===== src/rtl/tcc_pkg.sv =====
// Constants for the timer clock and clear select block.
// Assumes a 32-bit APB master with an 8-bit byte address.
package tcc_pkg;
  localparam int NUM_CH = 5;
  localparam int PH_CH = 2;
  localparam int NUM_BUF = 4;
  // Byte offsets
  localparam logic [7:0] CTL_BASE = 8'h00;
  localparam logic [7:0] CNT_BASE = 8'h20;
  localparam logic [7:0] BUF_BASE = 8'h40;
  localparam logic [7:0] SYNC_OFF = 8'h50;
  localparam logic [7:0] PHASE_OFF = 8'h54;
  // Reset values
  localparam logic [7:0] CTL_RST = 8'h00;
  localparam logic [15:0] CNT_RST = 16'h0000;
  localparam logic [15:0] BUF_RST = 16'hffff;
  localparam logic [4:0] SYNC_RST = 5'h00;
  // Control field positions
  localparam int RSVD_BIT = 7;
  localparam int CLR_HI = 6;
  localparam int CLR_LO = 5;
  localparam int EDGE_HI = 4;
  localparam int EDGE_LO = 3;
  localparam int PSC_HI = 2;
  localparam int PSC_LO = 0;
  // Clear source codes
  localparam logic [1:0] CLR_NONE = 2'h0;
  localparam logic [1:0] CLR_GRA = 2'h1;
  localparam logic [1:0] CLR_GRB = 2'h2;
  localparam logic [1:0] CLR_SYNC = 2'h3;
  // Edge codes
  localparam logic [1:0] EDGE_RISE = 2'h0;
  localparam logic [1:0] EDGE_FALL = 2'h1;
  // Prescaler divider width: phi/8 needs three bits
  localparam int DIV_W = 3;
endpackage


===== src/rtl/tcc_buf_mem.sv =====
// Four 16-bit buffer registers with byte writes and registered read data.
// Assumes one clock and a synchronous active-high reset or standby.
`timescale 1ns/1ps
`default_nettype none
module tcc_buf_mem
  import tcc_pkg::*;
(
  input wire logic clk_i,
  input wire logic rst_i,
  input wire logic we_i,
  input wire logic [1:0] be_i,
  input wire logic [1:0] waddr_i,
  input wire logic [15:0] wdata_i,
  input wire logic [1:0] raddr_i,
  output logic [15:0] rdata_o
);
  logic [15:0] mem_r [NUM_BUF];

  always_ff @(posedge clk_i) begin
    if (rst_i) begin
      for (int i = 0; i < NUM_BUF; i++) mem_r[i] <= BUF_RST;
    end else if (we_i) begin
      if (be_i[0]) mem_r[waddr_i][7:0] <= wdata_i[7:0];
      if (be_i[1]) mem_r[waddr_i][15:8] <= wdata_i[15:8];
    end
  end

  always_ff @(posedge clk_i) begin
    rdata_o <= mem_r[raddr_i];
  end
endmodule // tcc_buf_mem
`default_nettype wire


===== src/rtl/timer_clock_clear_select.sv =====
// Five-channel counter clock and clear select with APB registers.
// Assumes a 10 MHz clock, pins synchronous to it, general register
// events given as one-cycle pulses from the compare/capture logic.
`timescale 1ns/1ps
`default_nettype none
module timer_clock_clear_select
  import tcc_pkg::*;
(
  input wire logic SYS_CLK_I,
  input wire logic SRST_I,
  input wire logic STBY_I,
  input wire logic PSEL_I,
  input wire logic PENABLE_I,
  input wire logic PWRITE_I,
  input wire logic [7:0] PADDR_I,
  input wire logic [31:0] PWDATA_I,
  input wire logic [3:0] PSTRB_I,
  output logic [31:0] PRDATA_O,
  output logic PREADY_O,
  output logic PSLVERR_O,
  input wire logic EXT_CLK_IN_A_I,
  input wire logic EXT_CLK_IN_B_I,
  input wire logic EXT_CLK_IN_C_I,
  input wire logic EXT_CLK_IN_D_I,
  input wire logic [4:0] CMP_A_I,
  input wire logic [4:0] CAP_A_I,
  input wire logic [4:0] A_IS_CAPTURE_I,
  input wire logic [4:0] CMP_B_I,
  input wire logic [4:0] CAP_B_I,
  input wire logic [4:0] B_IS_CAPTURE_I,
  output logic [4:0] CNT_CLR_O
);
  logic rst;
  logic [7:0] ctl_r [NUM_CH];
  logic [15:0] cnt_r [NUM_CH];
  logic [4:0] sync_sel_r;
  logic phase_count_enable_r;
  logic [DIV_W-1:0] div_r;
  logic [3:0] ext_now;
  logic [3:0] ext_prev_r;
  logic [4:0] own_clr;
  logic [4:0] clr;
  logic [4:0] tick;
  logic sync_hit;
  logic ph_up;
  logic ph_dn;
  logic acc;
  logic wr;
  logic [31:0] rd_mux;
  logic rd_err;
  logic [15:0] buf_rdata;
  logic buf_hit;

  assign rst = SRST_I | STBY_I;
  assign ext_now = {EXT_CLK_IN_D_I, EXT_CLK_IN_C_I, EXT_CLK_IN_B_I, EXT_CLK_IN_A_I};
  assign acc = PSEL_I & PENABLE_I;
  assign wr = acc & PWRITE_I & PREADY_O;

  // Prescaled tap: falling edge of phi/2^sel is the cycle its divider bit wraps
  function automatic logic int_tick(input logic [1:0] sel, input logic [DIV_W-1:0] div);
    logic t;
    t = 1'b1;
    for (int k = 0; k < DIV_W; k++) begin
      if (k < int'(sel)) t = t & div[k];
    end
    return t;
  endfunction

  function automatic logic ext_edge(input logic [1:0] edge_sel, input logic now,
      input logic prev);
    logic rise;
    logic fall;
    rise = now & ~prev;
    fall = ~now & prev;
    if (edge_sel[1]) return rise | fall;
    else if (edge_sel == EDGE_FALL) return fall;
    else return rise;
  endfunction

  function automatic logic is_reg(input logic [7:0] a, input logic [7:0] base,
      input int n);
    return (a >= base) && (a < base + 8'(4 * n)) && (a[1:0] == 2'h0);
  endfunction

  // Free-running prescaler
  always_ff @(posedge SYS_CLK_I) begin
    if (rst) div_r <= '0;
    else div_r <= div_r + 3'h1;
  end

  always_ff @(posedge SYS_CLK_I) begin
    if (rst) ext_prev_r <= '0;
    else ext_prev_r <= ext_now;
  end

  // Quadrature on pins A and B for channel 2
  always_comb begin
    ph_up = 1'b0;
    ph_dn = 1'b0;
    if (ext_now[1:0] != ext_prev_r[1:0]) begin
      ph_up = ext_now[0] ^ ext_prev_r[1];
      ph_dn = ~ph_up;
    end
  end

  always_comb begin
    for (int c = 0; c < NUM_CH; c++) begin
      logic [2:0] psc;
      psc = ctl_r[c][PSC_HI:PSC_LO];
      unique case (ctl_r[c][CLR_HI:CLR_LO])
        CLR_GRA: own_clr[c] = A_IS_CAPTURE_I[c] ? CAP_A_I[c] : CMP_A_I[c];
        CLR_GRB: own_clr[c] = B_IS_CAPTURE_I[c] ? CAP_B_I[c] : CMP_B_I[c];
        default: own_clr[c] = 1'b0;
      endcase
      if (c == PH_CH && phase_count_enable_r) tick[c] = ph_up | ph_dn;
      else if (psc[2])
        tick[c] = ext_edge(ctl_r[c][EDGE_HI:EDGE_LO], ext_now[psc[1:0]],
                           ext_prev_r[psc[1:0]]);
      else tick[c] = int_tick(psc[1:0], div_r);
    end
  end

  assign sync_hit = |(own_clr & sync_sel_r);

  always_comb begin
    for (int c = 0; c < NUM_CH; c++) begin
      clr[c] = own_clr[c] | (ctl_r[c][CLR_HI:CLR_LO] == CLR_SYNC && sync_sel_r[c]
               && sync_hit);
    end
  end

  always_ff @(posedge SYS_CLK_I) begin
    if (rst) begin
      for (int c = 0; c < NUM_CH; c++) cnt_r[c] <= CNT_RST;
    end else begin
      for (int c = 0; c < NUM_CH; c++) begin
        if (clr[c]) cnt_r[c] <= CNT_RST;
        else if (c == PH_CH && phase_count_enable_r && ph_dn) cnt_r[c] <= cnt_r[c] - 16'h1;
        else if (tick[c]) cnt_r[c] <= cnt_r[c] + 16'h1;
      end
    end
  end

  always_ff @(posedge SYS_CLK_I) begin
    if (rst) CNT_CLR_O <= '0;
    else CNT_CLR_O <= clr;
  end

  // Control registers
  always_ff @(posedge SYS_CLK_I) begin
    if (rst) begin
      for (int c = 0; c < NUM_CH; c++) ctl_r[c] <= CTL_RST;
    end else if (wr && PSTRB_I[0] && is_reg(PADDR_I, CTL_BASE, NUM_CH)) begin
      ctl_r[PADDR_I[4:2]] <= PWDATA_I[7:0];
    end
  end

  always_ff @(posedge SYS_CLK_I) begin
    if (rst) begin
      sync_sel_r <= SYNC_RST;
      phase_count_enable_r <= 1'b0;
    end else if (wr && PSTRB_I[0]) begin
      if (PADDR_I == SYNC_OFF) sync_sel_r <= PWDATA_I[4:0];
      if (PADDR_I == PHASE_OFF) phase_count_enable_r <= PWDATA_I[0];
    end
  end

  assign buf_hit = is_reg(PADDR_I, BUF_BASE, NUM_BUF);

  tcc_buf_mem u_buf (
    .clk_i(SYS_CLK_I),
    .rst_i(rst),
    .we_i(wr && buf_hit),
    .be_i(PSTRB_I[1:0]),
    .waddr_i(PADDR_I[3:2]),
    .wdata_i(PWDATA_I[15:0]),
    .raddr_i(PADDR_I[3:2]),
    .rdata_o(buf_rdata)
  );

  always_comb begin
    rd_mux = '0;
    rd_err = 1'b0;
    if (is_reg(PADDR_I, CTL_BASE, NUM_CH)) rd_mux = {24'h0, ctl_r[PADDR_I[4:2]]};
    else if (is_reg(PADDR_I, CNT_BASE, NUM_CH)) rd_mux = {16'h0, cnt_r[PADDR_I[4:2]]};
    else if (buf_hit) rd_mux = {16'h0, buf_rdata};
    else if (PADDR_I == SYNC_OFF) rd_mux = {27'h0, sync_sel_r};
    else if (PADDR_I == PHASE_OFF) rd_mux = {31'h0, phase_count_enable_r};
    else rd_err = 1'b1;
  end

  // One wait state, so read data and the buffer read are both registered
  always_ff @(posedge SYS_CLK_I) begin
    if (rst) begin
      PREADY_O <= 1'b0;
      PSLVERR_O <= 1'b0;
      PRDATA_O <= '0;
    end else begin
      PREADY_O <= acc & ~PREADY_O;
      PSLVERR_O <= acc & ~PREADY_O & rd_err;
      if (acc && !PREADY_O) PRDATA_O <= PWRITE_I ? 32'h0 : rd_mux;
    end
  end
endmodule // timer_clock_clear_select
`default_nettype wire

===== config.mk =====
export PLATFORM = sky130hd
export DESIGN_NAME = timer_clock_clear_select
export DESIGN_NICKNAME = d
export VERILOG_FILES = /design/src/rtl/tcc_pkg.sv /design/src/rtl/tcc_buf_mem.sv /design/src/rtl/timer_clock_clear_select.sv
export SDC_FILE = /design/constraint.sdc
export NUM_CORES = 1
export LEC_CHECK = 0
export BUFFER_PORTS_ARGS = -buffer_cell sky130_fd_sc_hd__clkbuf_2
export CORE_MARGIN = 2
export CORE_UTILIZATION = 40
export CTS_BUF_LIST = sky130_fd_sc_hd__clkbuf_8
export DETAILED_ROUTE_END_ITERATION = 10
export GPL_TIMING_DRIVEN = 1
export PLACE_DENSITY = 0.67
export SLEW_MARGIN = 20
export SYNTH_ARGS = -nofsm -noshare
export SYNTH_HDL_FRONTEND = slang
export SYNTH_HIERARCHICAL = 1
export SYNTH_SLANG_ARGS = --single-unit

===== constraint.sdc =====
create_clock -name SYS_CLK_I -period 3.95 [get_ports SYS_CLK_I]
set_clock_uncertainty 0.2 [all_clocks]
set_input_delay 0.79 -clock SYS_CLK_I [delete_from_list [all_inputs] [get_ports SYS_CLK_I]]
set_output_delay 0.79 -clock SYS_CLK_I [all_outputs]
set_load 0.01 [all_outputs]

==> results of run 1 <==
worst max-delay path, stage by stage, from the launching register on:
cell and delay (ns):
edfxtp_1 0.50, mux4_2 0.59, ha_1 0.22, nor2b_1 0.12, a211oi_1 0.21, a21oi_1 0.06
a21o_1 0.23, or3_1 0.63
registers in the layout, summed over array words and instances, names as in the netlist, 3 cells and up:
name,flops
CNT_CLR_O,5
PRDATA_O,16
cnt_r,80
ctl_r,64
div_r,3
ext_prev_r,4
sync_sel_r,5
u_buf/mem_r,64
u_buf/rdata_o,16
final timing paths:
check,endpoint,slack [ns]
setup reg to reg,cnt_r[4][13]$_SDFFCE_PN0P_,0.80
hold / removal,u_buf/mem_r[3][9]$_DFFE_PP_,0.31
hold reg to reg,PRDATA_O[3]$_SDFFE_PP0P_,0.31
setup / recovery,cnt_r[4][13]$_SDFFCE_PN0P_,0.80
per-layer routing:
metal | part of all wire [%] | global-route usage [%]
met2 | 47 | 30.2
met1 | 44 | 25.5
met3 | 7.0 | 3.13
met4 | 1.8 | 4.74
met5 | 0 | 0
layout make-up:
| class | count | area share (%) |
|---|---|---|
| inverter | 56 | 1.33 |
| sequential | 260 | 46.0 |
| clock inverter | 33 | 1.50 |
| timing repair buffer | 118 | 4.30 |
| multi-input combinational | 804 | 38.9 |
| clock buffer | 50 | 4.35 |
| tap | 455 | 3.60 |
layout by cell type, fill, tap and decap left out, drive strengths merged, types with 6 or more instances in the layout:
cell type / instances
clkbuf: 136
nor2: 109
dfxtp: 52
a221oi: 14
mux4: 60
nand4: 11
nand2b: 13
ha: 32
and3: 28
xnor2: 24
mux2i: 20
nor3: 55
nand3: 39
a21oi: 22
nand2: 97
a22oi: 24
conb: 40
mux2: 13
o21ai: 36
clkinv: 9
or2: 6
xor2: 36
buf: 32
a21o: 6
inv: 76
and2: 43
a211oi: 11
edfxtp: 208
where the power goes:
part           switching [mW]  leakage, nW  total (mW)  internal (mW)
clock                    1.14        0.538        2.51           1.37
sequential              0.111         2.50        3.17           3.06
combinational           0.313         2.64       0.537          0.224
total                    1.57         5.68        6.22           4.65
logic make-up (layout without fill, tap and decap cells):
| logic type | Yosys count | in the layout | synth area share [%] |
|---|---|---|---|
| AND/OR/NAND/NOR | 432 | 432 | 16.5 |
| flip-flops | 260 | 260 | 52.4 |
| AO/OA/AOI/OAI | 147 | 147 | 7.74 |
| buffers and inverters | 129 | 257 | 4.39 |
| multiplexers | 93 | 93 | 12.3 |
| XOR/XNOR | 60 | 60 | 3.78 |
| adder cells (fa/ha/maj) | 32 | 32 | 2.88 |
| other | 1 | 40 | 0.0270 |
==> impl_metrics.csv, run 1 <==
group,metric,value,unit
outcome,status,"finished, final reports clean",
detailed_routing,routed_wl,33200,um
pwr,powerDensity,393,nW/um2
clocking,postCtsSetupRepairBufs,0,
detailed_routing,drc,0,
die,core-area,34400,um2
final_layout,drive_gt1_share,22.0,%
synth,synth_edf_count,208,
place,port_buffers,88,
timing,worst_hold_slack,0.306,ns
die,die_h,190,um
final_layout,syn2layout_area_growth,13.8,%
detailed_routing,viasPerCell,5.39,
global_route,grt_max_degree,46,
detailed_routing,ant_nets,0,
timing,period_minus_slack,3.15,ns
die,rows,68,
clocking,htreeDepth,2,
clocking,cts_tree,"yes",
place,gp_congestion,0.867,
global_route,grtUsageTotal,18.5,%
clocking,clk_transition_reported_paths,0.06,ns
synth,ys_warn_count,6,
timing,setup_viol,0,
die,start_util,40.4,%
clocking,clock_sinks,260,
detailed_routing,vias,9564,
timing,rsz0062_at_grt,"no",
final_layout,fill_cells,3154,
global_route,overflow,0,
critical_path,r2r_start,"ctl_r[4][0]$_SDFFCE_PN0P_",
timing,fin_ws,0.799,ns
final_layout,multi_input_area,6150,um2
global_route,grt_pass1_vias,9317,
synth,synth_area_per_cell,12.0,um2
place,place_inst,1693,
min_path,worstHoldStart,"PWDATA_I[9]",
synth,synthTopCellsByCount,"edfxtp_1 (208), nor2_1 (103), nand2_1 (97)",
clocking,clock_latency,0.58,ns
timing,fmax,0.317,GHz
final_layout,nNetsFinal,1402,
pwr,total_power,6.22,mW
final_layout,layout.cells.non_filler,1776,
pwr,p_leak,5.68,nW
synth,synth.most_common_cell,"edfxtp_1",
min_path,hold_depth,3,
final_layout,postLayoutCellArea,15800,um2
clocking,hold_buffers,0,
detailed_routing,wl_per_cell,18.7,um
synth,synth_area,13900,um2
die,die_w,190,um
final_layout,seq_area,7290,um2
synth,synth_top_cell_by_area,"edfxtp_1",
run,maxCapViolCount,0,
timing,slew_headroom,48.9,%
min_path,hold_class,"input pin to flop",
pwr,vdd_drop_max,0.258,mV
timing,period_share,79.8,%
clocking,ctsRootBufferMaster,"clkbuf_8",
synth,synth-seq-cells,260,
timing,slew_viol_final,0,
die,ios,123,
detailed_routing,drtPass1Iterations,5,
place,dp_slack,0.366,ns
synth,yosysSeqAreaShare,52.4,%
global_route,grt_pass1_wl,52000,um
critical_path,cp_max_fo,16,
synth,synth_async_sr_flop_share,0,%
place,dp_hpwl,23400,um
clocking,cts_resized,0,
final_layout,post-route-util,46.0,%
synth,synth_ff_type,"edfxtp_1",
synth,synth.distinct_cells,72,
clocking,cts_max_path_buffers,3,
critical_path,crit_type,"flop to flop",
die,die_area,36300,um2
detailed_routing,drt-initial-drc-count,947,
synth,synth.area.top_cells,"edfxtp_1 (45%), mux4_2 (9.7%), dfxtp_1 (7.5%)",
critical_path,cp-start-kind,"flop",
timing,hold_viol,0,
synth,postSynthCellCount,1154,
critical_path,arrival,3.16,ns
place,placed_cell_area,14900,um2
clocking,cts-buffers-inserted,46,
critical_path,end_kind,"flop",
critical_path,required,3.96,ns
final_layout,diodes,0,
timing,worstMarginPinSlew,0.766,ns
critical_path,r2r_cells,7,
timing,final.setup.tns,0,ns
synth,synth_top_area_share,44.9,%
critical_path,startpoint,"ctl_r[4][0]$_SDFFCE_PN0P_",
global_route,antenna_found_initial,0,
Note: power is estimated with default switching activity, not from simulation.
==> inputs of run 2 (changes only) <==
--- a/config.mk
+++ b/config.mk
@@ -11,7 +11,7 @@
 export CTS_BUF_LIST = sky130_fd_sc_hd__clkbuf_8
 export DETAILED_ROUTE_END_ITERATION = 10
 export GPL_TIMING_DRIVEN = 1
-export PLACE_DENSITY = 0.67
+export PLACE_DENSITY = 0.65
 export SLEW_MARGIN = 20
 export SYNTH_ARGS = -nofsm -noshare
 export SYNTH_HDL_FRONTEND = slang
==> constraint.sdc (replaced) <==
create_clock -name SYS_CLK_I -period 2.9 [get_ports SYS_CLK_I]
set_clock_uncertainty 0.2 [all_clocks]
set_input_delay 0.58 -clock SYS_CLK_I [delete_from_list [all_inputs] [get_ports SYS_CLK_I]]
set_output_delay 0.58 -clock SYS_CLK_I [all_outputs]
set_load 0.01 [all_outputs]
==> run 2 against run 1 <==
- the flow now finishes with violations (setup timing)
- non-clock buffer count increased by 84
- cell count increased by 5.0%
- cell area increased by 7.2%
- sequential share of layout area decreased by 3.1 points
- sequential power increased by 36%
- die area unchanged
- core utilization increased by 3.3 points
- via count increased by 4.2%
- routed wire length increased by 6.1%
- combinational power increased by 66%
- register-to-register slack got worse by 0.84 ns
- critical path type unchanged
- highest routed layer unchanged
==> impl_metrics.csv, run 2 (same netlist as run 1, synthesis figures left out) <==
group,metric,value,unit
die,ios,123,
outcome,status,"finished, violations left",
critical_path,crit_chain,"mux4_2, ha_4, nor2b_4, a211oi_2, a2111oi_1, a211o_1, buf_12, buf_4, a221oi_2, nor3_1",
clocking,hold_buffers,0,
final_layout,final_common_cell,"edfxtp_1",
final_layout,postLayoutCellArea,17000,um2
timing,fin_ws,-0.0430,ns
final_layout,syn2layout_area_growth,22.1,%
critical_path,r2r_start,"ctl_r[2][0]$_SDFFCE_PN0P_",
final_layout,diodes,0,
critical_path,crit_slowest_cell,"mux4_2",
global_route,overflow,0,
min_path,holdPathEnd,"ext_prev_r[2]$_SDFF_PP0_",
die,die_h,190,um
clocking,cts_max_path_buffers,3,
final_layout,layout.cells.non_filler,1864,
detailed_routing,viasPerCell,5.34,
critical_path,r2r-end,"cnt_r[2][15]$_SDFFCE_PN0P_",
clocking,clock_latency,0.59,ns
min_path,hold_depth,2,
pwr,switchingPower,2.22,mW
critical_path,arrival,3.05,ns
detailed_routing,routed_wl,35200,um
timing,worstMarginPinSlew,0.574,ns
pwr,powerDensity,515,nW/um2
min_path,hold_class,"input pin to flop",
detailed_routing,drt-initial-drc-count,588,
clocking,ctsRootBufferMaster,"clkbuf_8",
final_layout,max_flop_register,"cnt_r",
detailed_routing,wl_per_cell,18.9,um
final_layout,drive_gt1_share,30.5,%
final_layout,post-route-util,49.4,%
clocking,clock_sinks,260,
min_path,worstHoldStart,"EXT_CLK_IN_C_I",
place,dp_hpwl,25200,um
clocking,clk_transition_reported_paths,0.06,ns
critical_path,r2r_cells,10,
critical_path,crit_type,"flop to flop",
timing,fmax,0.340,GHz
detailed_routing,drc,0,
critical_path,regToRegSetupSlack,-0.04,ns
critical_path,cp_max_fo,15,
clocking,cts_tree,"yes",
outcome,violations,"setup timing",
timing,hold_viol,0,
pwr,total_power,8.74,mW
die,start_util,40.4,%
timing,rsz0062_at_grt,"yes",
pwr,p_seq_share,49.4,%
timing,setup_viol,7,
timing,slew_headroom,61.4,%
critical_path,cp-start-kind,"flop",
pwr,p_leak,6.20,nW
pwr,vdd_drop_max,0.358,mV
pwr,p_clk_share,40.4,%
final_layout,mostFrequentLayoutCells,"edfxtp_1 (208), buf_4 (100), nand2_1 (97)",
clocking,htreeDepth,2,
global_route,grt_max_degree,30,
final_layout,largest_reg_flops,80,
die,core-area,34400,um2
detailed_routing,ant_nets,0,
place,gp_congestion,0.844,
place,dp_slack,-0.256,ns
die,die_area,36300,um2
global_route,grt_pass1_wl,54100,um
place,port_buffers,88,
place,place_inst,1772,
timing,period_share,101,%
global_route,grtUsageTotal,19.4,%
final_layout,nNetsFinal,1488,
detailed_routing,drtPass1Iterations,5,
timing,slew_viol_final,0,
clocking,cts-buffers-inserted,46,
global_route,antenna_found_initial,0,
detailed_routing,vias,9961,
global_route,grt_pass1_vias,9961,
critical_path,path_buf_inv,2,
pwr,power_frac_comb,10.2,%
critical_path,required,3.01,ns
critical_path,cp_top_family,"compound AO/OA/AOI/OAI gates",
final_layout,reg.largest.list,"cnt_r: 80 flops, ctl_r: 64 flops, u_buf/mem_r: 64 flops",
pwr,power.share.switching,25.3,%
timing,period_minus_slack,2.94,ns
die,die_w,190,um
critical_path,end_kind,"flop",
pwr,p_int,6.53,mW
place,placed_cell_area,15700,um2
run,maxCapViolCount,0,
die,rows,68,
critical_path,critPathMaxStageDelay,0.57,ns
run 2: cell count changes in the layout (fill, tap and decap cells not counted), moves of 4 or more:
cell	delta
clkinv_2	+4
a221oi_2	+4
inv_1	-12
a211oi_2	+5
nor2_4	+14
buf_12	+12
nor2_1	-16
a221oi_1	-4
ha_1	-5
clkinv_1	+4
a211oi_1	-5
buf_4	+70
run 2: layout make-up:
cell class | instances | area [um2]
fillers | 3088 | 17400
flip-flops and latches | 260 | 7290
multi-input cells | 806 | 6450
repair buffers | 202 | 1480
clock buffers | 53 | 729
well taps | 455 | 569
clock inverters | 32 | 241
inverters | 56 | 210
run 2: power groups by stage:
| stage | clock network (mW) | registers, mW | logic [mW] |
|---|---|---|---|
| 5_1_grt | 3.78 | 4.33 | 0.971 |
| 3_5_place_dp | 0 | 4.38 | 0.844 |
| 6_report | 3.53 | 4.31 | 0.894 |
| 4_1_cts | 3.61 | 4.31 | 0.853 |
| 2_1_floorplan | 0 | 4.33 | 0.552 |
| 3_3_place_gp | 0 | 4.38 | 0.828 |
run 2: worst register-to-register path, cell delays in order (launching register included):
cell       delay, ns
edfxtp_1        0.41
mux4_2          0.57
ha_4            0.18
nor2b_4         0.12
a211oi_2        0.15
a2111oi_1       0.08
a211o_1         0.32
buf_12          0.16
buf_4           0.17
a221oi_2        0.23
nor3_1          0.07
run 2: timing repair:
| item | CTS | global route |
|---|---|---|
| gates resized for setup | 0 | 51 |
| pin swaps | 0 | 24 |
| setup endpoints to repair | 18 | 93 |
| buffers inserted | 2 | 4 |
| cloned | 0 | 3 |
run 2: worst max path at each step:
stage / start / to / slack, ns / depth (start not counted)
6_report: ctl_r[2][0]$_SDFFCE_PN0P_ / cnt_r[2][15]$_SDFFCE_PN0P_ / -0.04 / 10
5_1_grt: ctl_r[2][0]$_SDFFCE_PN0P_ / cnt_r[2][14]$_SDFFCE_PN0P_ / -0.16 / 11
4_1_cts: ctl_r[2][0]$_SDFFCE_PN0P_ / cnt_r[2][15]$_SDFFCE_PN0P_ / -0.004 / 10
3_5_place_dp: EXT_CLK_IN_B_I / cnt_r[2][15]$_SDFFCE_PN0P_ / -0.26 / 11
3_3_place_gp: EXT_CLK_IN_B_I / cnt_r[2][15]$_SDFFCE_PN0P_ / -0.21 / 11
2_1_floorplan: EXT_CLK_IN_A_I / cnt_r[2][0]$_SDFFCE_PN0P_ / -0.09 / 11
run 2: per-layer routing:
layer,track usage [%],up-vias,part of all wire (%)
met2,31.3,309,47
met4,6.35,0,2.1
met3,3.61,51,6.4
met5,0,-,0
met1,26.3,4915,44
li1,-,4686,-
run 2: through the flow:
stage,setup TNS [ns],hold slack (ns)
floorplan,-3.13,0.260
global placement,-16.60,0.276
detailed placement,-21.05,0.281
CTS,-0.00387,0.0451
global route,-3.67,0.0690
finish,-0.124,0.0807
==> inputs of run 3 (changes only) <==
==> constraint.sdc (replaced) <==
create_clock -name SYS_CLK_I -period 3.75 [get_ports SYS_CLK_I]
set_clock_uncertainty 0.2 [all_clocks]
set_input_delay 0.75 -clock SYS_CLK_I [delete_from_list [all_inputs] [get_ports SYS_CLK_I]]
set_output_delay 0.75 -clock SYS_CLK_I [all_outputs]
set_load 0.01 [all_outputs]
==> run 3 against run 2 <==
- the flow now finishes without violations
- non-clock buffer count is 76 lower
- sequential share of layout area is 3.1 points higher
- global-route usage is 0.70 points lower
- register-to-register slack better by 0.63 ns
- first-iteration DRC count is 53% higher
- die area stayed put
- via count is 3.3% lower
- cell area is 6.7% lower
- setup slack better by 0.63 ns
- sequential power is 23% lower
- hold slack better by 0.21 ns
- core utilization is 3.3 points lower
- critical endpoint is now cnt_r[2][6]$_SDFFCE_PN0P_
==> impl_metrics.csv, run 3 (same netlist as run 1, synthesis figures left out) <==
group,metric,value,unit
pwr,p_int,4.81,mW
clocking,postCtsSetupRepairBufs,0,
pwr,powerDensity,405,nW/um2
pwr,p_leak,5.71,nW
global_route,antenna_found_initial,0,
clocking,clock_sinks,260,
place,dp_hpwl,23800,um
critical_path,critPathMaxStageDelay,0.55,ns
clocking,clk_transition_reported_paths,0.06,ns
detailed_routing,drc,0,
place,gp_congestion,0.866,
die,core-area,34400,um2
die,start_util,40.4,%
timing,fmax,0.316,GHz
critical_path,crit_slowest_cell,"mux4_2",
critical_path,cp-start-kind,"flop",
detailed_routing,drt-initial-drc-count,900,
clocking,htreeDepth,2,
final_layout,max_flop_register,"cnt_r",
global_route,grtUsageTotal,18.7,%
min_path,hold_class,"input pin to flop",
clocking,cts_max_path_buffers,3,
global_route,grt_pass1_vias,9442,
global_route,grt_pass1_wl,52200,um
pwr,p_seq_share,52.0,%
die,die_h,190,um
timing,period_minus_slack,3.16,ns
timing,worstMarginPinSlew,0.693,ns
final_layout,seq_area,7290,um2
final_layout,syn2layout_area_growth,13.9,%
timing,period_share,84.3,%
critical_path,cp_max_fo,24,
timing,final.setup.tns,0,ns
pwr,switchingPower,1.61,mW
final_layout,post-route-util,46.1,%
clocking,cts-buffers-inserted,45,
global_route,overflow,0,
clocking,clock_latency,0.55,ns
die,die_area,36300,um2
timing,slew_headroom,53.8,%
critical_path,crit_type,"flop to flop",
detailed_routing,vias,9628,
outcome,status,"finished, final reports clean",
timing,hold_viol,0,
detailed_routing,routed_wl,33100,um
timing,rsz0062_at_grt,"no",
critical_path,required,3.93,ns
detailed_routing,ant_nets,0,
final_layout,reg.largest.list,"cnt_r: 80 flops, ctl_r: 64 flops, u_buf/mem_r: 64 flops",
critical_path,crit_chain,"mux4_2, inv_1, ha_1, nor2b_1, a211oi_1, a2111oi_0, a211o_1, buf_4, buf_4, nand4_1, a211oi_1",
final_layout,nNetsFinal,1409,
detailed_routing,drtPass1Iterations,5,
final_layout,largest_reg_flops,80,
die,rows,68,
die,die_w,190,um
timing,slew_viol_final,0,
pwr,vdd_drop_max,0.231,mV
detailed_routing,wl_per_cell,18.6,um
pwr,p_clk_share,39.1,%
clocking,ctsRootBufferMaster,"clkbuf_8",
die,ios,123,
critical_path,end_kind,"flop",
final_layout,fill_cells,3168,
final_layout,multi_input_area,6160,um2
detailed_routing,viasPerCell,5.39,
clocking,hold_buffers,0,
place,port_buffers,88,
clocking,cts_resized,0,
final_layout,diodes,0,
final_layout,final_common_cell,"edfxtp_1",
critical_path,arrival,3.35,ns
run,maxCapViolCount,0,
final_layout,mostFrequentLayoutCells,"edfxtp_1 (208), nor2_1 (102), nand2_1 (97)",
pwr,power_frac_comb,8.8,%
final_layout,drive_gt1_share,22.6,%
global_route,grt_max_degree,39,
clocking,cts_tree,"yes",
timing,setup_viol,0,
pwr,power.share.switching,25.1,%
## run 3: cell types whose count changed in the layout (fill, tap and decap cells not counted), sizes merged, moves of 3 or more
cell / delta
inv: +12
clkbuf: -5
clkinv: -5
buf: -75
clkinvlp: -3
## run 3: layout make-up
type                       count  area share [%]
clock buffer                  49            4.26
clock inverter                35            1.28
inverter                      56            1.33
multi-input combinational    804            38.9
sequential                   260            46.0
tap                          455            3.60
timing repair buffer         126            4.60
## run 3: worst max-delay path, delay by kind of cell (launching register included)
family	cells	cell delay (ns)
AO/OA/AOI/OAI	4	0.89
adder cells (fa/ha/maj)	1	0.13
buffers and inverters	3	0.53
flip-flops	1	0.46
multiplexers	1	0.55
AND/OR/NAND/NOR	2	0.22
## run 3: final timing paths
| kind | depth (start not counted) | startpoint | end | slack [ns] |
|---|---|---|---|---|
| worst min-delay path | 3 | PWDATA_I[14] | u_buf/mem_r[3][14]$_DFFE_PP_ | 0.29 |
| worst max register to register | 11 | ctl_r[2][0]$_SDFFCE_PN0P_ | cnt_r[2][6]$_SDFFCE_PN0P_ | 0.59 |
| worst max-delay path | 11 | ctl_r[2][0]$_SDFFCE_PN0P_ | cnt_r[2][6]$_SDFFCE_PN0P_ | 0.59 |
| worst min register to register | 2 | PRDATA_O[12]$_SDFFE_PP0P_ | PRDATA_O[12]$_SDFFE_PP0P_ | 0.30 |
## run 3: per-layer routing
| metal | up-vias | track usage, % | routed length (um) |
|---|---|---|---|
| li1 | 4521 | - | - |
| met1 | 4687 | 26.2 | 14700 |
| met2 | 369 | 30.2 | 15500 |
| met3 | 51 | 2.52 | 2260 |
| met4 | 0 | 5.52 | 725 |
| met5 | - | 0 | 0 |
## run 3: per-stage QoR
| stage | hold WS [ns] | cells | setup slack, ns | power [mW] | instance area [um2] |
|---|---|---|---|---|---|
| final | 0.288 | 1785 | 0.588 | 6.42 | 15800 |
| after global routing | 0.285 | 1785 | 0.245 | 6.67 | 15800 |
| after CTS | 0.255 | 1785 | 0.600 | 6.48 | 15800 |
| after detailed placement | 0.292 | 1701 | 0.247 | 3.96 | 15000 |
| after global placement | 0.280 | 1701 | 0.271 | 3.95 | 15000 |
| after floorplan | 0.260 | 1193 | 0.152 | 3.76 | 14100 |
## run 3: power by group through the flow
stage / combinational (mW) / sequential [mW] / clock, mW
floorplan: 0.411 / 3.35 / 0
global placement: 0.557 / 3.39 / 0
detailed placement: 0.567 / 3.40 / 0
CTS: 0.571 / 3.34 / 2.58
global route: 0.625 / 3.36 / 2.69
finish: 0.568 / 3.34 / 2.51
